## src/core/tcb_params.svh

```systemverilog
/*
 Constants for the timer channel B output block: register offsets, field
 positions, reset values. Assumes inclusion by its bare name.
*/
`ifndef TCB_PARAMS_SVH
`define TCB_PARAMS_SVH
`define TCB_ADDR_CTRL 3'h0
`define TCB_ADDR_CNT_LO 3'h1
`define TCB_ADDR_CNT_HI 3'h2
`define TCB_ADDR_CMPA_LO 3'h3
`define TCB_ADDR_CMPA_HI 3'h4
`define TCB_ADDR_CMPB_LO 3'h5
`define TCB_ADDR_CMPB_HI 3'h6
`define TCB_CTRL_RESET 8'h00
`define TCB_CMP_RESET 10'h000
`define TCB_MODE_POS 6
`define TCB_FUNC_POS 4
`define TCB_LVL_POS 3
`define TCB_INV_POS 2
`define TCB_ALIGN_POS 0
`endif

```

## src/core/tcb_pkg.sv

```systemverilog
/*
 Types for the timer channel B output block. Assumes tcb_params.svh.
*/
`default_nettype none
package tcb_pkg;
    typedef enum logic [1:0] {
        TCB_MODE_COMPARE,
        TCB_MODE_CAPTURE,
        TCB_MODE_PWM,
        TCB_MODE_TIMER
    } tcb_mode_t;
    typedef enum logic [1:0] {
        TCB_ALIGN_EDGE,
        TCB_ALIGN_UP,
        TCB_ALIGN_DOWN,
        TCB_ALIGN_BOTH
    } tcb_align_t;
endpackage : tcb_pkg
`default_nettype wire

```

## src/core/tcb_channel.sv

```systemverilog
/*
 Channel B of the 10-bit timer: control byte, counter and compare byte
 registers, pin output logic and capture trigger detection.
 Assumes the counter core supplies the count, match strobes, direction,
 period start and run bit, all on clk_in.
*/
`timescale 1ns/1ps
`include "tcb_params.svh"
`default_nettype none
module tcb_channel
    import tcb_pkg::*;
#(
    parameter int CNT_W = 10
) (
    // clock and reset
    input wire logic clk_in,
    input wire logic nrst_in,
    // register port
    input wire logic [2:0] addr_in,
    input wire logic [7:0] wdata_in,
    input wire logic wr_in,
    input wire logic rd_in,
    output logic [7:0] rdata_out,
    // timer core
    input wire logic timer_run_bit_in,
    input wire logic [CNT_W-1:0] count_in,
    input wire logic match_b_in,
    input wire logic count_down_in,
    input wire logic period_start_in,
    output logic [CNT_W-1:0] compare_a_value_out,
    output logic [CNT_W-1:0] compare_b_value_out,
    output logic [1:0] mode_out,
    output logic [1:0] align_out,
    output logic capture_out,
    // channel pins
    input wire logic [2:0] chb_pin_in,
    output logic [2:0] chb_pin_out,
    output logic [2:0] chb_pin_oe_n_out
);
    logic [7:0] ctrl, next_ctrl;
    logic [CNT_W-1:0] cmpa, next_cmpa, cmpb, next_cmpb;
    logic [7:0] rdata, next_rdata;
    logic run_d, lvl, next_lvl, pulse_done, next_pulse_done;
    logic [2:0] pin_s1, pin_s2, pin_s3;
    logic [2:0] pin_q, next_pin_q, oe_n, next_oe_n;
    logic cap, next_cap;
    tcb_mode_t mode;
    logic [1:0] func;
    logic oc, inv, run_rise, match_ok;

    // byte views of a 10-bit value; upper bits of a high byte read zero
    function automatic logic [7:0] lo_byte(input logic [CNT_W-1:0] val);
        lo_byte = val[7:0];
    endfunction : lo_byte

    function automatic logic [7:0] hi_byte(input logic [CNT_W-1:0] val);
        hi_byte = {6'h00, val[9:8]};
    endfunction : hi_byte

    // field views of the control byte
    assign mode = tcb_mode_t'(ctrl[`TCB_MODE_POS +: 2]);
    assign func = ctrl[`TCB_FUNC_POS +: 2];
    assign oc = ctrl[`TCB_LVL_POS];
    assign inv = ctrl[`TCB_INV_POS];
    assign run_rise = timer_run_bit_in & ~run_d;

    // match qualified by alignment direction
    always_comb begin
        case (tcb_align_t'(ctrl[`TCB_ALIGN_POS +: 2]))
            TCB_ALIGN_EDGE: match_ok = match_b_in;
            TCB_ALIGN_UP: match_ok = match_b_in & ~count_down_in;
            TCB_ALIGN_DOWN: match_ok = match_b_in & count_down_in;
            TCB_ALIGN_BOTH: match_ok = match_b_in;
            default: match_ok = match_b_in;
        endcase
    end

    // register writes and read data, one cycle later
    always_comb begin
        next_ctrl = ctrl;
        next_cmpa = cmpa;
        next_cmpb = cmpb;
        next_rdata = 8'h00;
        if (wr_in) begin
            case (addr_in)
                `TCB_ADDR_CTRL: next_ctrl = wdata_in;
                `TCB_ADDR_CMPA_LO: next_cmpa[7:0] = wdata_in;
                `TCB_ADDR_CMPA_HI: next_cmpa[9:8] = wdata_in[1:0];
                `TCB_ADDR_CMPB_LO: next_cmpb[7:0] = wdata_in;
                `TCB_ADDR_CMPB_HI: next_cmpb[9:8] = wdata_in[1:0];
                default: next_ctrl = ctrl;
            endcase
        end
        if (rd_in) begin
            // upper bits of high bytes stay zero
            case (addr_in)
                `TCB_ADDR_CTRL: next_rdata = ctrl;
                `TCB_ADDR_CNT_LO: next_rdata = lo_byte(count_in);
                `TCB_ADDR_CNT_HI: next_rdata = hi_byte(count_in);
                `TCB_ADDR_CMPA_LO: next_rdata = lo_byte(cmpa);
                `TCB_ADDR_CMPA_HI: next_rdata = hi_byte(cmpa);
                `TCB_ADDR_CMPB_LO: next_rdata = lo_byte(cmpb);
                `TCB_ADDR_CMPB_HI: next_rdata = hi_byte(cmpb);
                default: next_rdata = 8'h00;
            endcase
        end
    end

    always_ff @(posedge clk_in) begin
        if (!nrst_in) begin
            ctrl <= `TCB_CTRL_RESET;
            cmpa <= `TCB_CMP_RESET;
            cmpb <= `TCB_CMP_RESET;
            rdata <= 8'h00;
        end else begin
            ctrl <= next_ctrl;
            cmpa <= next_cmpa;
            cmpb <= next_cmpb;
            rdata <= next_rdata;
        end
    end

    // internal pin level before polarity; level is active-high in pwm terms
    always_comb begin
        next_lvl = lvl;
        next_pulse_done = pulse_done;
        case (mode)
            TCB_MODE_COMPARE: begin
                if (run_rise) begin
                    next_lvl = oc;
                end else if (match_ok && timer_run_bit_in) begin
                    // same level as initial gives no change
                    case (func)
                        2'h0: next_lvl = lvl;
                        2'h1: next_lvl = 1'b0;
                        2'h2: next_lvl = 1'b1;
                        default: next_lvl = ~lvl;
                    endcase
                end
            end
            TCB_MODE_PWM: begin
                // active state held in lvl, mapped by oc at the pin
                if (run_rise) begin
                    next_pulse_done = 1'b0;
                end
                case (func)
                    2'h0: next_lvl = 1'b0;
                    2'h1: next_lvl = 1'b1;
                    2'h2: begin
                        if (period_start_in) begin
                            next_lvl = 1'b1;
                        end else if (match_ok) begin
                            next_lvl = 1'b0;
                        end
                    end
                    default: begin
                        if (run_rise) begin
                            next_lvl = 1'b1;
                        end else if (match_ok || !timer_run_bit_in) begin
                            next_lvl = 1'b0;
                            next_pulse_done = 1'b1;
                        end else if (pulse_done) begin
                            // one pulse per run rise, however long the run lasts
                            next_lvl = 1'h0;
                        end
                    end
                endcase
            end
            default: next_lvl = lvl;
        endcase
    end

    // pin drive: polarity applied, active level too in pwm only, identical on all three pins
    always_comb begin
        next_pin_q = 3'h0;
        next_oe_n = 3'h7;
        case (mode)
            TCB_MODE_COMPARE: begin
                next_pin_q = {3{next_lvl ^ inv}};
                next_oe_n = 3'h0;
            end
            TCB_MODE_PWM: begin
                next_pin_q = {3{(next_lvl ~^ oc) ^ inv}};
                next_oe_n = 3'h0;
            end
            default: next_oe_n = 3'h7; // pins released
        endcase
    end

    // capture edge detect on synchronised pins, any pin triggers
    // limitation: entering capture from a driven low pin may log one rising
    // edge as the released pin goes to its outside level
    always_comb begin
        next_cap = 1'b0;
        if (mode == TCB_MODE_CAPTURE) begin
            case (func)
                2'h0: next_cap = |(pin_s2 & ~pin_s3);
                2'h1: next_cap = |(~pin_s2 & pin_s3);
                2'h2: next_cap = |(pin_s2 ^ pin_s3);
                default: next_cap = 1'b0;
            endcase
        end
    end

    always_ff @(posedge clk_in) begin
        if (!nrst_in) begin
            run_d <= 1'b0;
            lvl <= 1'b0;
            pulse_done <= 1'b0;
            pin_s1 <= 3'h0;
            pin_s2 <= 3'h0;
            pin_s3 <= 3'h0;
            pin_q <= 3'h0;
            oe_n <= 3'h7;
            cap <= 1'b0;
        end else begin
            run_d <= timer_run_bit_in;
            lvl <= next_lvl;
            pulse_done <= next_pulse_done;
            pin_s1 <= chb_pin_in;
            pin_s2 <= pin_s1;
            pin_s3 <= pin_s2;
            pin_q <= next_pin_q;
            oe_n <= next_oe_n;
            cap <= next_cap;
        end
    end

    // outputs straight from flip-flops
    assign rdata_out = rdata;
    assign compare_a_value_out = cmpa;
    assign compare_b_value_out = cmpb;
    assign mode_out = ctrl[`TCB_MODE_POS +: 2];
    assign align_out = ctrl[`TCB_ALIGN_POS +: 2];
    assign capture_out = cap;
    assign chb_pin_out = pin_q;
    assign chb_pin_oe_n_out = oe_n;

    // checks; all but a_pin_same look one cycle after their cause, at registered state
    a_run_restart: assert property (@(posedge clk_in) disable iff (!nrst_in)
        (mode == TCB_MODE_COMPARE && run_rise) |=> (lvl == $past(oc)))
        else $error("run rise did not restore initial level");
    a_hold_func: assert property (@(posedge clk_in) disable iff (!nrst_in)
        (mode == TCB_MODE_COMPARE && func == 2'h0 && !run_rise) |=> $stable(lvl))
        else $error("level moved with function zero");
    a_toggle_match: assert property (@(posedge clk_in) disable iff (!nrst_in)
        (mode == TCB_MODE_COMPARE && func == 2'h3 && match_ok && timer_run_bit_in
         && !run_rise) |=> (lvl != $past(lvl)))
        else $error("toggle missing");
    a_pin_same: assert property (@(posedge clk_in) disable iff (!nrst_in)
        (pin_q == 3'h0) || (pin_q == 3'h7))
        else $error("pins differ");
    a_pin_polarity: assert property (@(posedge clk_in) disable iff (!nrst_in)
        (mode == TCB_MODE_COMPARE) |=> (pin_q[0] == (lvl ^ $past(inv))))
        else $error("polarity wrong");
    a_timer_release: assert property (@(posedge clk_in) disable iff (!nrst_in)
        (mode == TCB_MODE_TIMER) |=> (oe_n == 3'h7))
        else $error("pins driven in timer mode");
    a_pwm_force: assert property (@(posedge clk_in) disable iff (!nrst_in)
        (mode == TCB_MODE_PWM && func == 2'h1) |=> (pin_q[0] == ($past(oc) ^ $past(inv))))
        else $error("forced active level wrong");
    a_cap_disabled: assert property (@(posedge clk_in) disable iff (!nrst_in)
        (func == 2'h3 || mode != TCB_MODE_CAPTURE) |=> !cap)
        else $error("capture while disabled");
    a_capture_release: assert property (@(posedge clk_in) disable iff (!nrst_in)
        (mode == TCB_MODE_CAPTURE) |=> (oe_n == 3'h7))
        else $error("pins driven in capture mode");
    a_hi_zero: assert property (@(posedge clk_in) disable iff (!nrst_in)
        (rd_in && addr_in == `TCB_ADDR_CNT_HI) |=> (rdata_out[7:2] == 6'h00))
        else $error("high byte upper bits set");
    a_align_gate: assert property (@(posedge clk_in) disable iff (!nrst_in)
        (mode == TCB_MODE_PWM && func == 2'h2 && !period_start_in && count_down_in
         && ctrl[`TCB_ALIGN_POS +: 2] == 2'h1) |=> $stable(lvl))
        else $error("down count match acted in count up alignment");
    a_single_end: assert property (@(posedge clk_in) disable iff (!nrst_in)
        (mode == TCB_MODE_PWM && func == 2'h3 && !run_rise && !timer_run_bit_in) |=> !lvl)
        else $error("single pulse active with timer stopped");
    a_pulse_hold: assert property (@(posedge clk_in) disable iff (!nrst_in)
        (mode == TCB_MODE_PWM && func == 2'h3 && pulse_done && !run_rise) |=> !lvl)
        else $error("second pulse without run rise");
    a_rdata_idle: assert property (@(posedge clk_in) disable iff (!nrst_in)
        !rd_in |=> (rdata_out == 8'h00))
        else $error("read data stood past its cycle");
    a_cnt_lo_read: assert property (@(posedge clk_in) disable iff (!nrst_in)
        (rd_in && addr_in == `TCB_ADDR_CNT_LO) |=> (rdata_out == lo_byte($past(count_in))))
        else $error("counter low byte read wrong");
    a_cnt_hi_read: assert property (@(posedge clk_in) disable iff (!nrst_in)
        (rd_in && addr_in == `TCB_ADDR_CNT_HI) |=> (rdata_out == hi_byte($past(count_in))))
        else $error("counter high byte read wrong");
    a_cmpb_write: assert property (@(posedge clk_in) disable iff (!nrst_in)
        (wr_in && addr_in == `TCB_ADDR_CMPB_LO) |=> (cmpb[7:0] == $past(wdata_in)))
        else $error("compare b low byte write lost");
    a_cmpa_hi_write: assert property (@(posedge clk_in) disable iff (!nrst_in)
        (wr_in && addr_in == `TCB_ADDR_CMPA_HI)
        |=> (hi_byte(cmpa) == ($past(wdata_in) & 8'h03)))
        else $error("compare a high byte write lost");
    c_toggle: cover property (@(posedge clk_in) disable iff (!nrst_in)
        mode == TCB_MODE_COMPARE && func == 2'h3 && match_ok ##1 run_rise);
    c_pwm_wave: cover property (@(posedge clk_in) disable iff (!nrst_in)
        mode == TCB_MODE_PWM && func == 2'h2 && period_start_in ##[1:20] match_ok);
    c_capture: cover property (@(posedge clk_in) disable iff (!nrst_in) cap);
    c_single_pulse: cover property (@(posedge clk_in) disable iff (!nrst_in)
        mode == TCB_MODE_PWM && func == 2'h3 && run_rise ##1 lvl ##[1:20] !lvl);
    c_timer_match: cover property (@(posedge clk_in) disable iff (!nrst_in)
        mode == TCB_MODE_TIMER && match_b_in);
endmodule : tcb_channel
`default_nettype wire

```

## config.mk

```make
export PLATFORM = sky130hd
export DESIGN_NAME = tcb_channel
export DESIGN_NICKNAME = d
export VERILOG_FILES = /design/src/core/tcb_pkg.sv /design/src/core/tcb_channel.sv
export VERILOG_INCLUDE_DIRS = /design/src /design/src/core
export SDC_FILE = /design/constraint.sdc
export NUM_CORES = 1
export LEC_CHECK = 0
export BUFFER_PORTS_ARGS = -buffer_cell sky130_fd_sc_hd__buf_2
export CORE_MARGIN = 3
export CORE_UTILIZATION = 50
export DETAILED_ROUTE_END_ITERATION = 12
export PLACE_DENSITY = 0.89
export SYNTH_ARGS = -nofsm -noshare
export SYNTH_HDL_FRONTEND = slang
export SYNTH_SLANG_ARGS = --single-unit
export TNS_END_PERCENT = 5
```

## constraint.sdc

```tcl
create_clock -name clk_in -period 2.71 [get_ports clk_in]
set_clock_uncertainty 0.2 [all_clocks]
set_input_delay 0.4065 -clock clk_in [delete_from_list [all_inputs] [get_ports clk_in]]
set_output_delay 0.4065 -clock clk_in [all_outputs]
set_load 0.05 [all_outputs]
```

* Yosys cells after proc, flatten, opt, wreduce, memory -nomap -nowiden
Cells that the tools add are included.
** Operators by class
- Equality and inequality tests :: 13
- Multiplexer cells :: 19
- Bitwise operators :: 14
- Reductions and logical operators :: 20
** Operators with widths (number)
- 8-bit one-hot mux with 7 select lines :: 1
- 2-bit AND reduction :: 7
- 1-bit one-hot mux with 3 select lines :: 4
- 3-bit OR reduction :: 4
- 1-bit 2-to-1 mux :: 11
- 3-bit equality test, second input constant :: 3
- 2-bit equality test, second input constant :: 4
- 3-bit AND :: 2
- 2-bit by 1-bit equality test with 1-bit output, second input constant :: 3
- 3-bit by 2-bit equality test with 1-bit output, second input constant :: 2
- 2-bit zero test :: 3
- 3-bit NOT :: 2
- 3-bit one-hot mux with 2 select lines :: 1
- 2-bit OR reduction :: 2
- 1-bit AND :: 3
- 3-bit by 1-bit equality test with 1-bit output, second input constant :: 1
- 3-bit zero test :: 1
- 3-bit 2-to-1 mux :: 1
- 1-bit NOT :: 3
- 3-bit XOR :: 1
- 1-bit one-hot mux with 2 select lines :: 1
- 1-bit XOR :: 2
- 1-bit logical AND :: 1
- 1-bit zero test :: 1
- other kinds (2) :: 2
** Word-level totals
- Register bits :: 55
- Input bits :: 32
- Output and inout port bits :: 39
- Word-level logic and storage cells :: 81

* Depth between registers and ports, before layout
Gate-level depths: netlist of the first run.
- Depth after elaboration :: 11
- Gate-level depth with buffers :: 7
- Depth with buffers taken out :: 7

* Worst setup path after synthesis of the first run
Ideal clock, no wire load.
- Kind :: reg-to-reg
- Start :: reg ctrl[0]
- End :: reg pin_q[1] (netlist: chb_pin_out[1])
- Setup time :: 121 ps
- Arrival time :: 1665 ps
- Slack :: 724 ps
- Stages on the path, launching flop included :: 8
- Path buffers :: 0
- Path through :: dfxtp_1 -> inv_1 -> ha_1 -> xnor2_1 -> o21ai_2 -> o211a_1 -> o41ai_2 -> mux2_4
** Between the ends
- Longest elaborated chain between the ends :: 11
- Elaborated cells between the ends (all ways) :: 20
- Classes of those cells :: 3 x eq/ne; 10 x mux; 3 x bitwise; 4 x reduce/logical
** RTL lines
- start, declared :: RTL line tcb_channel.sv:40 : logic [7:0] ctrl, next_ctrl;
- start signal, assigned :: RTL line tcb_channel.sv:111 : ctrl <= `TCB_CTRL_RESET;
- start signal, assigned :: RTL line tcb_channel.sv:116 : ctrl <= next_ctrl;
- 2-bit equality test / 2-bit zero test (equally long branches) :: RTL line tcb_channel.sv:69 : case (tcb_align_t'(ctrl[`TCB_ALIGN_POS +: 2]))
- 2-bit OR reduction (no line)
- 1-bit one-hot mux with 3 select lines (*) :: RTL line tcb_channel.sv:69
- 1-bit logical OR :: RTL line tcb_channel.sv:159 : end else if (match_ok || !timer_run_bit_in) begin
- 1-bit 2-to-1 mux :: RTL line tcb_channel.sv:159
- 1-bit 2-to-1 mux :: RTL line tcb_channel.sv:157 : if (run_rise) begin
- 1-bit one-hot mux with 3 select lines :: RTL line tcb_channel.sv:146 : case (func)
- 1-bit one-hot mux with 2 select lines (*) :: RTL line tcb_channel.sv:127 : case (mode)
- 1-bit XNOR :: RTL line tcb_channel.sv:183 : next_pin_q = {3{(next_lvl ~^ oc) ^ inv}};
- 1-bit XOR :: RTL line tcb_channel.sv:183
- 3-bit one-hot mux with 2 select lines (*) :: RTL line tcb_channel.sv:177 : case (mode)
- end signal, assigned :: RTL line tcb_channel.sv:223 : pin_q <= next_pin_q;
- end, declared :: RTL line tcb_channel.sv:45 : logic [2:0] pin_q, next_pin_q, oe_n, next_oe_n;
Mark *: on every way between the ends. The rest lies on a longest branch, timed or not.
A chain may end at the register's enable or synchronous reset.

* Final worst setup path of the first run
Ends and elaborated chain as after synthesis.

==> flow_summary.json, run 1 <==
{
  "vias": 2110,
  "path_class": "reg -> reg",
  "die-area_um2": 5708,
  "timing.rr.start": "ctrl[0]$_SDFFE_PN0P_",
  "fin_crit_sh": 0.7819,
  "multiInputGateArea_um2": 1240,
  "synth-compound-area-share": 0.1604,
  "fmax_ghz": 0.4719,
  "drc_errors": 0,
  "muxShareOfSynthArea": 0.06984,
  "fillers": 401,
  "nNetsFinal": 373,
  "cp.arrival_ns": 2.11,
  "async_flop_share": 0,
  "dpl.hpwl_um": 4159,
  "routed_wl_um": 5462,
  "cts_root_buf": "clkbuf_8",
  "leakage_nw": 1.206,
  "maxCapViolCount": 0,
  "worstPathMaxFanout": 4,
  "cts.sinks": 51,
  "total_power_mw": 1.410,
  "drive_above_1_share": 0.2597,
  "yosys.area_share.adder": 0.03621,
  "worstSetupStartpointType": "register",
  "cts.path.max_buffers": 2,
  "worst_slew_pin_slew_ns": 0.4903,
  "synthToLayoutAreaGrowth_pct": 15.73,
  "synth_nets": 317,
  "synthCells": 278,
  "synth.distinct_cells": 45,
  "finalSetupViolCount": 0,
  "fin_crit_ns": 2.119,
  "yosys.area_share.simple": 0.2426,
  "antenna_cells": 0,
  "cts_tree": "yes",
  "seqCellArea_um2": 1021,
  "hold_viol": 0,
  "ios": 71,
  "synthXorXnorAreaFrac": 0.003621,
  "rrSetupSlack_ns": 0.59,
  "rsz0062_at_grt": "false",
  "ys_seq_elements": 51,
  "gp_congestion": 0.8385,
  "die_w_um": 75.55,
  "tns_ns": 0,
  "grt_pass1_vias": 1979,
  "powerDensity_nw_per_um2": 503.7,
  "start_util": 0.5369,
  "status": "finished clean",
  "viasPerCell": 5.452,
  "synth_top_area_frac": 0.4221,
  "syn_area_um2": 2419,
  "core_area_um2": 4504,
  "cts_max_level": 2,
  "antenna_found_initial": 0,
  "synth_top_area_cell": "dfxtp_1",
  "overflow": 0,
  "reg2regPathDepth": 7,
  "ant_nets": 0,
  "rows": 24,
  "routedWlPerCell_um": 14.11,
  "post_cts_resize_count": 0,
  "end_kind": "register",
  "synth_top_family_by_area": "simple AND/OR/NAND/NOR gates",
  "drtIter0Drc": 95,
  "crit_path_start": "ctrl[0]$_SDFFE_PN0P_",
  "avgSynthCellArea_um2": 8.700,
  "clk_latency_ns": 0.30,
  "maxSlewViolCount": 0,
  "synth_edf_count": 0,
  "relSlewSlack": 0.6724,
  "grt_usage": 0.2071,
  "hold_buffers": 0,
  "synth.area.top_cells": "dfxtp_1 (42%), nand2_1 (10%), a21boi_0 (7.1%)",
  "rr_endpoint": "chb_pin_out[1]$_SDFF_PN0_",
  "clkTransAtPathRegs_ns": 0.08,
  "hp-class": "in -> reg",
  "worstHoldPathCells": 2,
  "grt_pass1_wl_um": 9032,
  "ys_seq_area_frac": 0.4221,
  "postCtsSetupBuffers": 0,
  "vdd_drop_max_v": 0.0003941,
  "synth_warnings": 0,
  "numCtsBuffers": 5,
  "min_to": "pin_s1[2]$_SDFF_PN0_",
  "hp-start": "chb_pin_in[2]",
  "required_ns": 2.70,
  "firstDrtPassIters": 4,
  "die_y_um": 75.55,
  "ys.flop_type": "dfxtp_1",
  "portBuffers": 70,
  "grt_max_degree": 30
}
cells by family (layout without fill, tap and decap cells):
group,count (synthesis),in the layout
compound gates,53,53
xor+xnor,1,1
fa+ha+maj,7,7
buf+inv,30,87
flops,51,51
mux,15,15
simple gates,121,121
stage by stage:
stage	worst slack (ns)	cell area, µm²	utilization	instances	hold slack [ns]
global placement	0.6576	2714	0.6025	379	0.2176
detailed placement	0.6080	2714	0.6025	379	0.2245
floorplan	0.7241	2419	-	278	0.2119
global route	0.4971	2799	0.6214	387	0.1047
CTS	0.5974	2799	0.6214	387	0.09904
finish	0.5910	2799	0.6214	387	0.1075
where the power goes:
| group | leakage, nW | total (mW) | internal, mW | switching [mW] |
|---|---|---|---|---|
| clock network | 0.0412 | 0.421 | 0.181 | 0.240 |
| logic | 0.751 | 0.205 | 0.0701 | 0.135 |
| registers | 0.415 | 0.784 | 0.769 | 0.0150 |
how the worst max path moves through the flow:
stage | end | slack (ns) | depth (start not counted)
2_1_floorplan | chb_pin_out[1]$_SDFF_PN0_ | 0.72 | 7
3_3_place_gp | chb_pin_out[1]$_SDFF_PN0_ | 0.66 | 6
3_5_place_dp | chb_pin_out[1]$_SDFF_PN0_ | 0.61 | 7
4_1_cts | chb_pin_out[1]$_SDFF_PN0_ | 0.60 | 6
5_1_grt | chb_pin_out[1]$_SDFF_PN0_ | 0.50 | 7
6_report | chb_pin_out[1]$_SDFF_PN0_ | 0.59 | 7
flip-flops by register name, summed over array words and instances (netlist names):
| signal | flops |
|---|---|
| compare_a_value_out | 10 |
| compare_b_value_out | 10 |
| ctrl | 8 |
| rdata_out | 8 |
| pin_s1 | 3 |
| pin_s2 | 3 |
| pin_s3 | 3 |
| capture_out | 1 |
| chb_pin_oe_n_out | 1 |
| chb_pin_out | 1 |
| lvl | 1 |
| pulse_done | 1 |
| run_d | 1 |
synthesized netlist by cell type, types with 3 or more instances:
cell      instances
nand2_1          65
dfxtp_1          51
a21boi_0         23
and2_1           12
mux2i_1          12
nor2_1            9
a21oi_1           8
buf_4             8
inv_1             8
nor2b_1           8
o21ai_0           8
clkbuf_1          7
ha_1              7
nand3_1           7
buf_2             6
nand3b_1          5
nand2b_1          3
critical path: stages (launching register included):
cell and delay, ns:
dfxtp_1 0.38, inv_1 0.06, ha_1 0.20, xnor2_1 0.13, o21ai_2 0.21, nor2_1 0.09
o41ai_2 0.42, mux2_4 0.33
area by class of cell:
cell class	instances	share of cell area
tap	52	0.02325
clock inverter	2	0.004470
timing repair buffer	71	0.1278
clock buffer	6	0.02593
inverter	8	0.01073
sequential	51	0.3648
multi-input combinational	197	0.4430
cells in the final DEF (no fill, tap or decap), types with 2 or more instances in the layout:
| cell type | synthesis | final |
|---|---|---|
| ha_1 | 7 | 7 |
| a21boi_0 | 23 | 23 |
| clkbuf_8 | 0 | 5 |
| a31oi_1 | 2 | 2 |
| nor2b_1 | 8 | 8 |
| nand2b_1 | 3 | 3 |
| o211a_1 | 2 | 2 |
| nor2_1 | 9 | 9 |
| nand3_1 | 7 | 7 |
| buf_2 | 6 | 70 |
| dfxtp_1 | 51 | 51 |
| a21oi_1 | 8 | 8 |
| nor4_1 | 2 | 2 |
| mux2i_1 | 12 | 12 |
| o21ai_0 | 8 | 8 |
| nand3b_1 | 5 | 5 |
| and2_1 | 12 | 12 |
| nand2_1 | 65 | 65 |
| inv_1 | 8 | 8 |
routing by layer:
| metal | part of all wire | GRT usage | vias up |
|---|---|---|---|
| li1 | - | - | 1042 |
| met4 | 0.016 | 0.08738 | 0 |
| met5 | 0 | 0 | - |
| met2 | 0.47 | 0.3394 | 80 |
| met3 | 0.075 | 0.05409 | 9 |
| met1 | 0.44 | 0.2575 | 979 |
Note: power is estimated with default switching activity, not from simulation.
==> run 2, diff against run 1 <==
--- a/config.mk
+++ b/config.mk
@@ -6,11 +6,12 @@
 export SDC_FILE = /design/constraint.sdc
 export NUM_CORES = 1
 export LEC_CHECK = 0
+export ABC_AREA = 1
 export BUFFER_PORTS_ARGS = -buffer_cell sky130_fd_sc_hd__buf_2
 export CORE_MARGIN = 3
-export CORE_UTILIZATION = 50
+export CORE_UTILIZATION = 46
 export DETAILED_ROUTE_END_ITERATION = 12
-export PLACE_DENSITY = 0.89
+export PLACE_DENSITY = 0.87
 export SYNTH_ARGS = -nofsm -noshare
 export SYNTH_HDL_FRONTEND = slang
 export SYNTH_SLANG_ARGS = --single-unit
==> constraint.sdc (replaced) <==
create_clock -name clk_in -period 1.9 [get_ports clk_in]
set_clock_uncertainty 0.2 [all_clocks]
set_input_delay 0.285 -clock clk_in [delete_from_list [all_inputs] [get_ports clk_in]]
set_output_delay 0.285 -clock clk_in [all_outputs]
set_load 0.05 [all_outputs]
==> flow_summary.json, run 2 <==
{
  "slowest_stage": "dfxtp_2",
  "ios": 71,
  "grt_pass1_wl_um": 9328,
  "synth.distinct_cells": 30,
  "avgSynthCellArea_um2": 7.829,
  "synth_warnings": 0,
  "clkPwrFrac": 0.373,
  "numCtsBuffers": 5,
  "drc_errors": 0,
  "clkTransAtPathRegs_ns": 0.09,
  "async_flop_share": 0,
  "grt_max_degree": 30,
  "rows": 25,
  "antenna_found_initial": 0,
  "synth_common_cells": "dfxtp_1 (51), inv_1 (47), nand2_1 (43)",
  "worst_slew_pin_slew_ns": 0.4035,
  "maxSlewViolCount": 0,
  "worstPathBufferInverterCount": 2,
  "gp_congestion": 0.9289,
  "status": "finished clean",
  "cpMostUsedCell": "nand3_2",
  "synthCells": 292,
  "worstSetupStartpointType": "register",
  "yosysMostFrequentCell": "dfxtp_1",
  "ys_seq_elements": 51,
  "ys.flop_type": "dfxtp_1",
  "syn_area_um2": 2286,
  "antenna_cells": 0,
  "hp-class": "in -> reg",
  "layout_common_cells": "buf_2 (70), dfxtp_1 (50), inv_1 (47), nand2_1 (42), a21oi_1 (28)",
  "cts_tree": "yes",
  "dpl.hpwl_um": 4263,
  "power_switching_mw": 0.6384,
  "synth.area.top_cells": "dfxtp_1 (45%), inv_1 (7.7%), nand2_1 (7.1%)",
  "rsz0062_at_grt": "false",
  "cp.arrival_ns": 1.74,
  "ys_seq_area_frac": 0.4466,
  "portBuffers": 70,
  "critPathMaxStageDelay_ns": 0.35,
  "drive_above_1_share": 0.2953,
  "synth_top_area_cell": "dfxtp_1",
  "worstPathMaxFanout": 3,
  "routedWlPerCell_um": 13.54,
  "vdd_drop_max_v": 0.0003259,
  "routed_wl_um": 5768,
  "fin_crit_ns": 1.731,
  "synth_top_area_frac": 0.4466,
  "clk_latency_ns": 0.31,
  "dp_slack_ns": 0.1349,
  "end_kind": "register",
  "cts.path.max_buffers": 2,
  "combinationalPowerShare": 0.150,
  "layout_commonest_cell": "buf_2",
  "swShare": 0.2694,
  "die_y_um": 76.50,
  "core_area_um2": 4755,
  "die-area_um2": 5851,
  "final.setup.worst_slack_ns": 0.1689,
  "synth_edf_count": 0,
  "fmax_ghz": 0.5777,
  "fin_crit_sh": 0.9111,
  "synth_nets": 331,
  "p_int_mw": 1.731,
  "grt_usage": 0.1968,
  "finalSetupViolCount": 0,
  "nNetsFinal": 397,
  "cts_max_level": 2,
  "cts_root_buf": "clkbuf_8",
  "die_w_um": 76.50,
  "grt_pass1_vias": 2066,
  "path_class": "reg -> reg",
  "ant_nets": 0,
  "relSlewSlack": 0.7307,
  "maxCapViolCount": 0,
  "synthToLayoutAreaGrowth_pct": 22.61,
  "fin_cells": 426,
  "hold_viol": 0,
  "start_util": 0.4808,
  "viasPerCell": 5.237,
  "powerDensity_nw_per_um2": 845.3,
  "firstDrtPassIters": 5,
  "cp_top_family": "simple AND/OR/NAND/NOR gates",
  "tns_ns": 0,
  "dp.cells": 414,
  "drtIter0Drc": 156,
  "seqPwrFrac": 0.477,
  "leakage_nw": 1.305,
  "required_ns": 1.91,
  "overflow": 0,
  "vias": 2231,
  "cts.sinks": 51,
  "cp_cell_sequence": "inv_1 -> ha_1 -> inv_1 -> nand3_2 -> nand2_2 -> nand3_1 -> nand2_1 -> nand3_2 -> nand3_2 -> nand3_1 -> nand2_1 -> nor2_1"
}
## run 2: cell types whose count changed after synthesis, sizes merged, moves of 5 or more
cell    previous run  this run
nand3              7        17
and2              12         0
a221oi             1         9
nand3b             5         0
a21oi              8        31
a21boi            24         0
o22ai              0         5
nor2               9        18
nand2             65        47
mux2i             12         0
o21ai              9        25
nor2b              8         0
inv                8        53
## run 2: kinds of logic after synthesis
logic type,after synthesis,share of synthesized area
xor gates and xnor gates,1,0.003832
AOI/OAI and AO/OA,74,0.1965
adders and majority gates,7,0.03831
and+or+nand+nor,90,0.1784
buffers and inverters,69,0.1363
DFF,51,0.4466
## run 2: power groups by stage
stage	clock network (mW)	logic [mW]	registers [mW]
finish	0.883	0.355	1.13
global route	0.934	0.384	1.14
CTS	0.895	0.349	1.13
detailed placement	0	0.342	1.15
global placement	0	0.337	1.15
floorplan	0	0.185	1.22
## run 2: worst paths after layout
path	start	endpoint	slack [ns]	cells after the start
setup / recovery	ctrl[0]$_SDFFE_PN0P_	chb_pin_out[1]$_SDFF_PN0_	0.17	12
hold / removal	nrst_in	run_d$_SDFF_PN0_	0.008	3
setup reg to reg	ctrl[0]$_SDFFE_PN0P_	chb_pin_out[1]$_SDFF_PN0_	0.17	12
hold reg to reg	pin_s1[0]$_SDFF_PN0_	pin_s2[0]$_SDFF_PN0_	0.22	2
## run 2: repair_timing
item | CTS | global route
setup endpoints to repair | 0 | 2
buffers inserted | 0 | 1
hold endpoints to repair | 3 | 0
gates resized for setup | 0 | 4
hold buffers | 3 | 0
## run 2: layout make-up
cell class                      instances  area [µm²]
Tap cell                               67       83.83
Multi-Input combinational cell        172       965.9
Fill cell                             433        1952
Timing Repair Buffer                   75       395.4
Clock inverter                          3       67.56
Clock buffer                            5       68.82
Sequential cell                        51        1022
Inverter                               53       198.9
## run 2: per-stage QoR
step	utilization	cell area, µm²	power, mW	hold slack (ns)
floorplan	-	2286	1.405	0.1785
global placement	0.5500	2615	1.490	0.1919
finish	0.5895	2803	2.369	0.008219
global route	0.5895	2803	2.455	0.01424
CTS	0.5850	2781	2.375	0.01092
detailed placement	0.5500	2615	1.497	0.2008
## run 2: worst reg2reg max path: stages (launching register included)
cell,delay (ns)
dfxtp_2,0.35
inv_1,0.06
ha_1,0.28
inv_1,0.07
nand3_2,0.10
nand2_2,0.10
nand3_1,0.06
nand2_1,0.08
nand3_2,0.07
nand3_2,0.09
nand3_1,0.08
nand2_1,0.07
nor2_1,0.04
## run 2: routing by layer
metal,global-route usage,vias to the layer above,part of all wire
met2,0.3366,116,0.48
met3,0.04492,15,0.071
met4,0.07790,0,0.022
met5,0,-,0
met1,0.2384,1021,0.43
li1,-,1079,-
==> run 3, diff against run 2 <==
--- a/config.mk
+++ b/config.mk
@@ -9,9 +9,9 @@
 export ABC_AREA = 1
 export BUFFER_PORTS_ARGS = -buffer_cell sky130_fd_sc_hd__buf_2
 export CORE_MARGIN = 3
-export CORE_UTILIZATION = 46
+export CORE_UTILIZATION = 45
 export DETAILED_ROUTE_END_ITERATION = 12
-export PLACE_DENSITY = 0.87
+export PLACE_DENSITY = 0.85
 export SYNTH_ARGS = -nofsm -noshare
 export SYNTH_HDL_FRONTEND = slang
 export SYNTH_SLANG_ARGS = --single-unit
==> flow_summary.json, run 3 (synthesis gave the netlist of run 2 again) <==
{
  "worstPathMaxFanout": 3,
  "ios": 71,
  "layout_common_cells": "buf_2 (70), dfxtp_1 (50), inv_1 (47), nand2_1 (42), a21oi_1 (28)",
  "maxSlewViolCount": 0,
  "clkPwrFrac": 0.373,
  "design_area_um2": 2791,
  "tns_ns": 0,
  "grt_usage": 0.1889,
  "rsz0062_at_grt": "false",
  "leakage_nw": 1.303,
  "antenna_found_initial": 0,
  "layout_commonest_cell": "buf_2",
  "dpl.hpwl_um": 4319,
  "drtIter0Drc": 106,
  "synthToLayoutAreaGrowth_pct": 22.11,
  "cts_root_buf": "clkbuf_8",
  "relSlewSlack": 0.7376,
  "die-area_um2": 5971,
  "start_util": 0.4745,
  "status": "finished clean",
  "core_area_um2": 4817,
  "cp.arrival_ns": 1.73,
  "finalSetupViolCount": 0,
  "reg2regPathDepth": 12,
  "hold_slack_ns": 0.01149,
  "timing.rr.start": "ctrl[0]$_SDFFE_PN0P_",
  "gp_congestion": 0.9349,
  "hp-class": "in -> reg",
  "cts.path.max_buffers": 2,
  "hold_viol": 0,
  "cts_tree": "yes",
  "drive_above_1_share": 0.2905,
  "drc_errors": 0,
  "required_ns": 1.91,
  "total_power_mw": 2.363,
  "placed_cell_area_um2": 2615,
  "nNetsFinal": 396,
  "cts_max_level": 2,
  "cts.sinks": 51,
  "grt_pass1_wl_um": 9121,
  "worst_slew_pin_slew_ns": 0.3932,
  "crit_path_start": "ctrl[0]$_SDFFE_PN0P_",
  "die_y_um": 77.28,
  "numCtsBuffers": 5,
  "portBuffers": 70,
  "path_class": "reg -> reg",
  "die_w_um": 77.28,
  "p_int_mw": 1.731,
  "powerDensity_nw_per_um2": 846.6,
  "routed_wl_um": 5488,
  "rr_endpoint": "chb_pin_out[1]$_SDFF_PN0_",
  "crit_path_end": "chb_pin_out[1]$_SDFF_PN0_",
  "routedWlPerCell_um": 12.91,
  "swShare": 0.2675,
  "dp_slack_ns": 0.1350,
  "end_kind": "register",
  "fin_crit_ns": 1.716,
  "fmax_ghz": 0.5829,
  "seqPwrFrac": 0.478,
  "worstSetupStartpointType": "register",
  "vdd_drop_max_v": 0.0003756,
  "fin_crit_sh": 0.9029,
  "viasPerCell": 4.986,
  "combinationalPowerShare": 0.148,
  "overflow": 0,
  "ant_nets": 0,
  "maxCapViolCount": 0,
  "grt_pass1_vias": 2007,
  "clk_latency_ns": 0.31,
  "rrSetupSlack_ns": 0.18,
  "grt_max_degree": 30,
  "power_switching_mw": 0.6323,
  "fillers": 456,
  "clkTransAtPathRegs_ns": 0.09,
  "antenna_cells": 0,
  "firstDrtPassIters": 4,
  "vias": 2119,
  "rows": 25,
  "final.setup.worst_slack_ns": 0.1845
}
run 3: changes by cell type in the layout (fill, tap and decap cells not counted), sizes merged:
cell / previous run / this run
buf: 72 / 71
clkbuf: 5 / 6
clkinvlp: 1 / 0
run 3: per-layer routing:
metal / track usage / part of all wire
met1: 0.2382 / 0.44
met2: 0.3040 / 0.46
met5: 0 / 0
met4: 0.07473 / 0.019
met3: 0.05282 / 0.081
run 3: worst min path at each step:
stage,start,end,cells past startpoint
floorplan,timer_run_bit_in,run_d$_SDFF_PN0_,2
global placement,pin_s1[1]$_SDFF_PN0_,pin_s2[1]$_SDFF_PN0_,2
detailed placement,pin_s1[1]$_SDFF_PN0_,pin_s2[1]$_SDFF_PN0_,2
CTS,nrst_in,run_d$_SDFF_PN0_,3
global route,nrst_in,run_d$_SDFF_PN0_,3
finish,nrst_in,run_d$_SDFF_PN0_,3
run 3: critical path, cell delays in order, from the launching register on:
cell	delay, ns
dfxtp_2	0.35
inv_1	0.05
ha_1	0.28
inv_1	0.06
nand3_2	0.10
nand2_2	0.09
nand3_1	0.07
nand2_1	0.06
nand3_1	0.07
nand3_2	0.10
nand3_1	0.07
nand2_1	0.07
nor2_1	0.04
run 3: stage by stage:
| step | instances | utilization |
|---|---|---|
| final | 425 | 0.5795 |
| after global routing | 425 | 0.5795 |
| after CTS | 425 | 0.5766 |
| after detailed placement | 414 | 0.5429 |
| after global placement | 414 | 0.5429 |
| after floorplan | 292 | - |
run 3: power groups by stage:
| stage | sequential (mW) | clock (mW) | combinational [mW] |
|---|---|---|---|
| after floorplan | 1.22 | 0 | 0.185 |
| after global placement | 1.15 | 0 | 0.337 |
| after detailed placement | 1.15 | 0 | 0.343 |
| after CTS | 1.13 | 0.893 | 0.349 |
| after global routing | 1.14 | 0.936 | 0.384 |
| final | 1.13 | 0.883 | 0.351 |
run 3: cell type report:
type                            count  area (µm²)  area share
Sequential cell                    51        1022      0.3662
Multi-Input combinational cell    172       965.9      0.3460
Timing Repair Buffer               74       387.9      0.1390
Inverter                           53       198.9     0.07127
Tap cell                           67       83.83     0.03003
Clock buffer                        6       72.57     0.02600
Clock inverter                      2       60.06     0.02151
run 3: what timing repair did:
action                                  CTS  global route
hold buffers                              3             0
buffers inserted                          0             0
endpoints found under the setup margin    0             1
endpoints found under the hold margin     3             0
gates resized for setup                   0             4
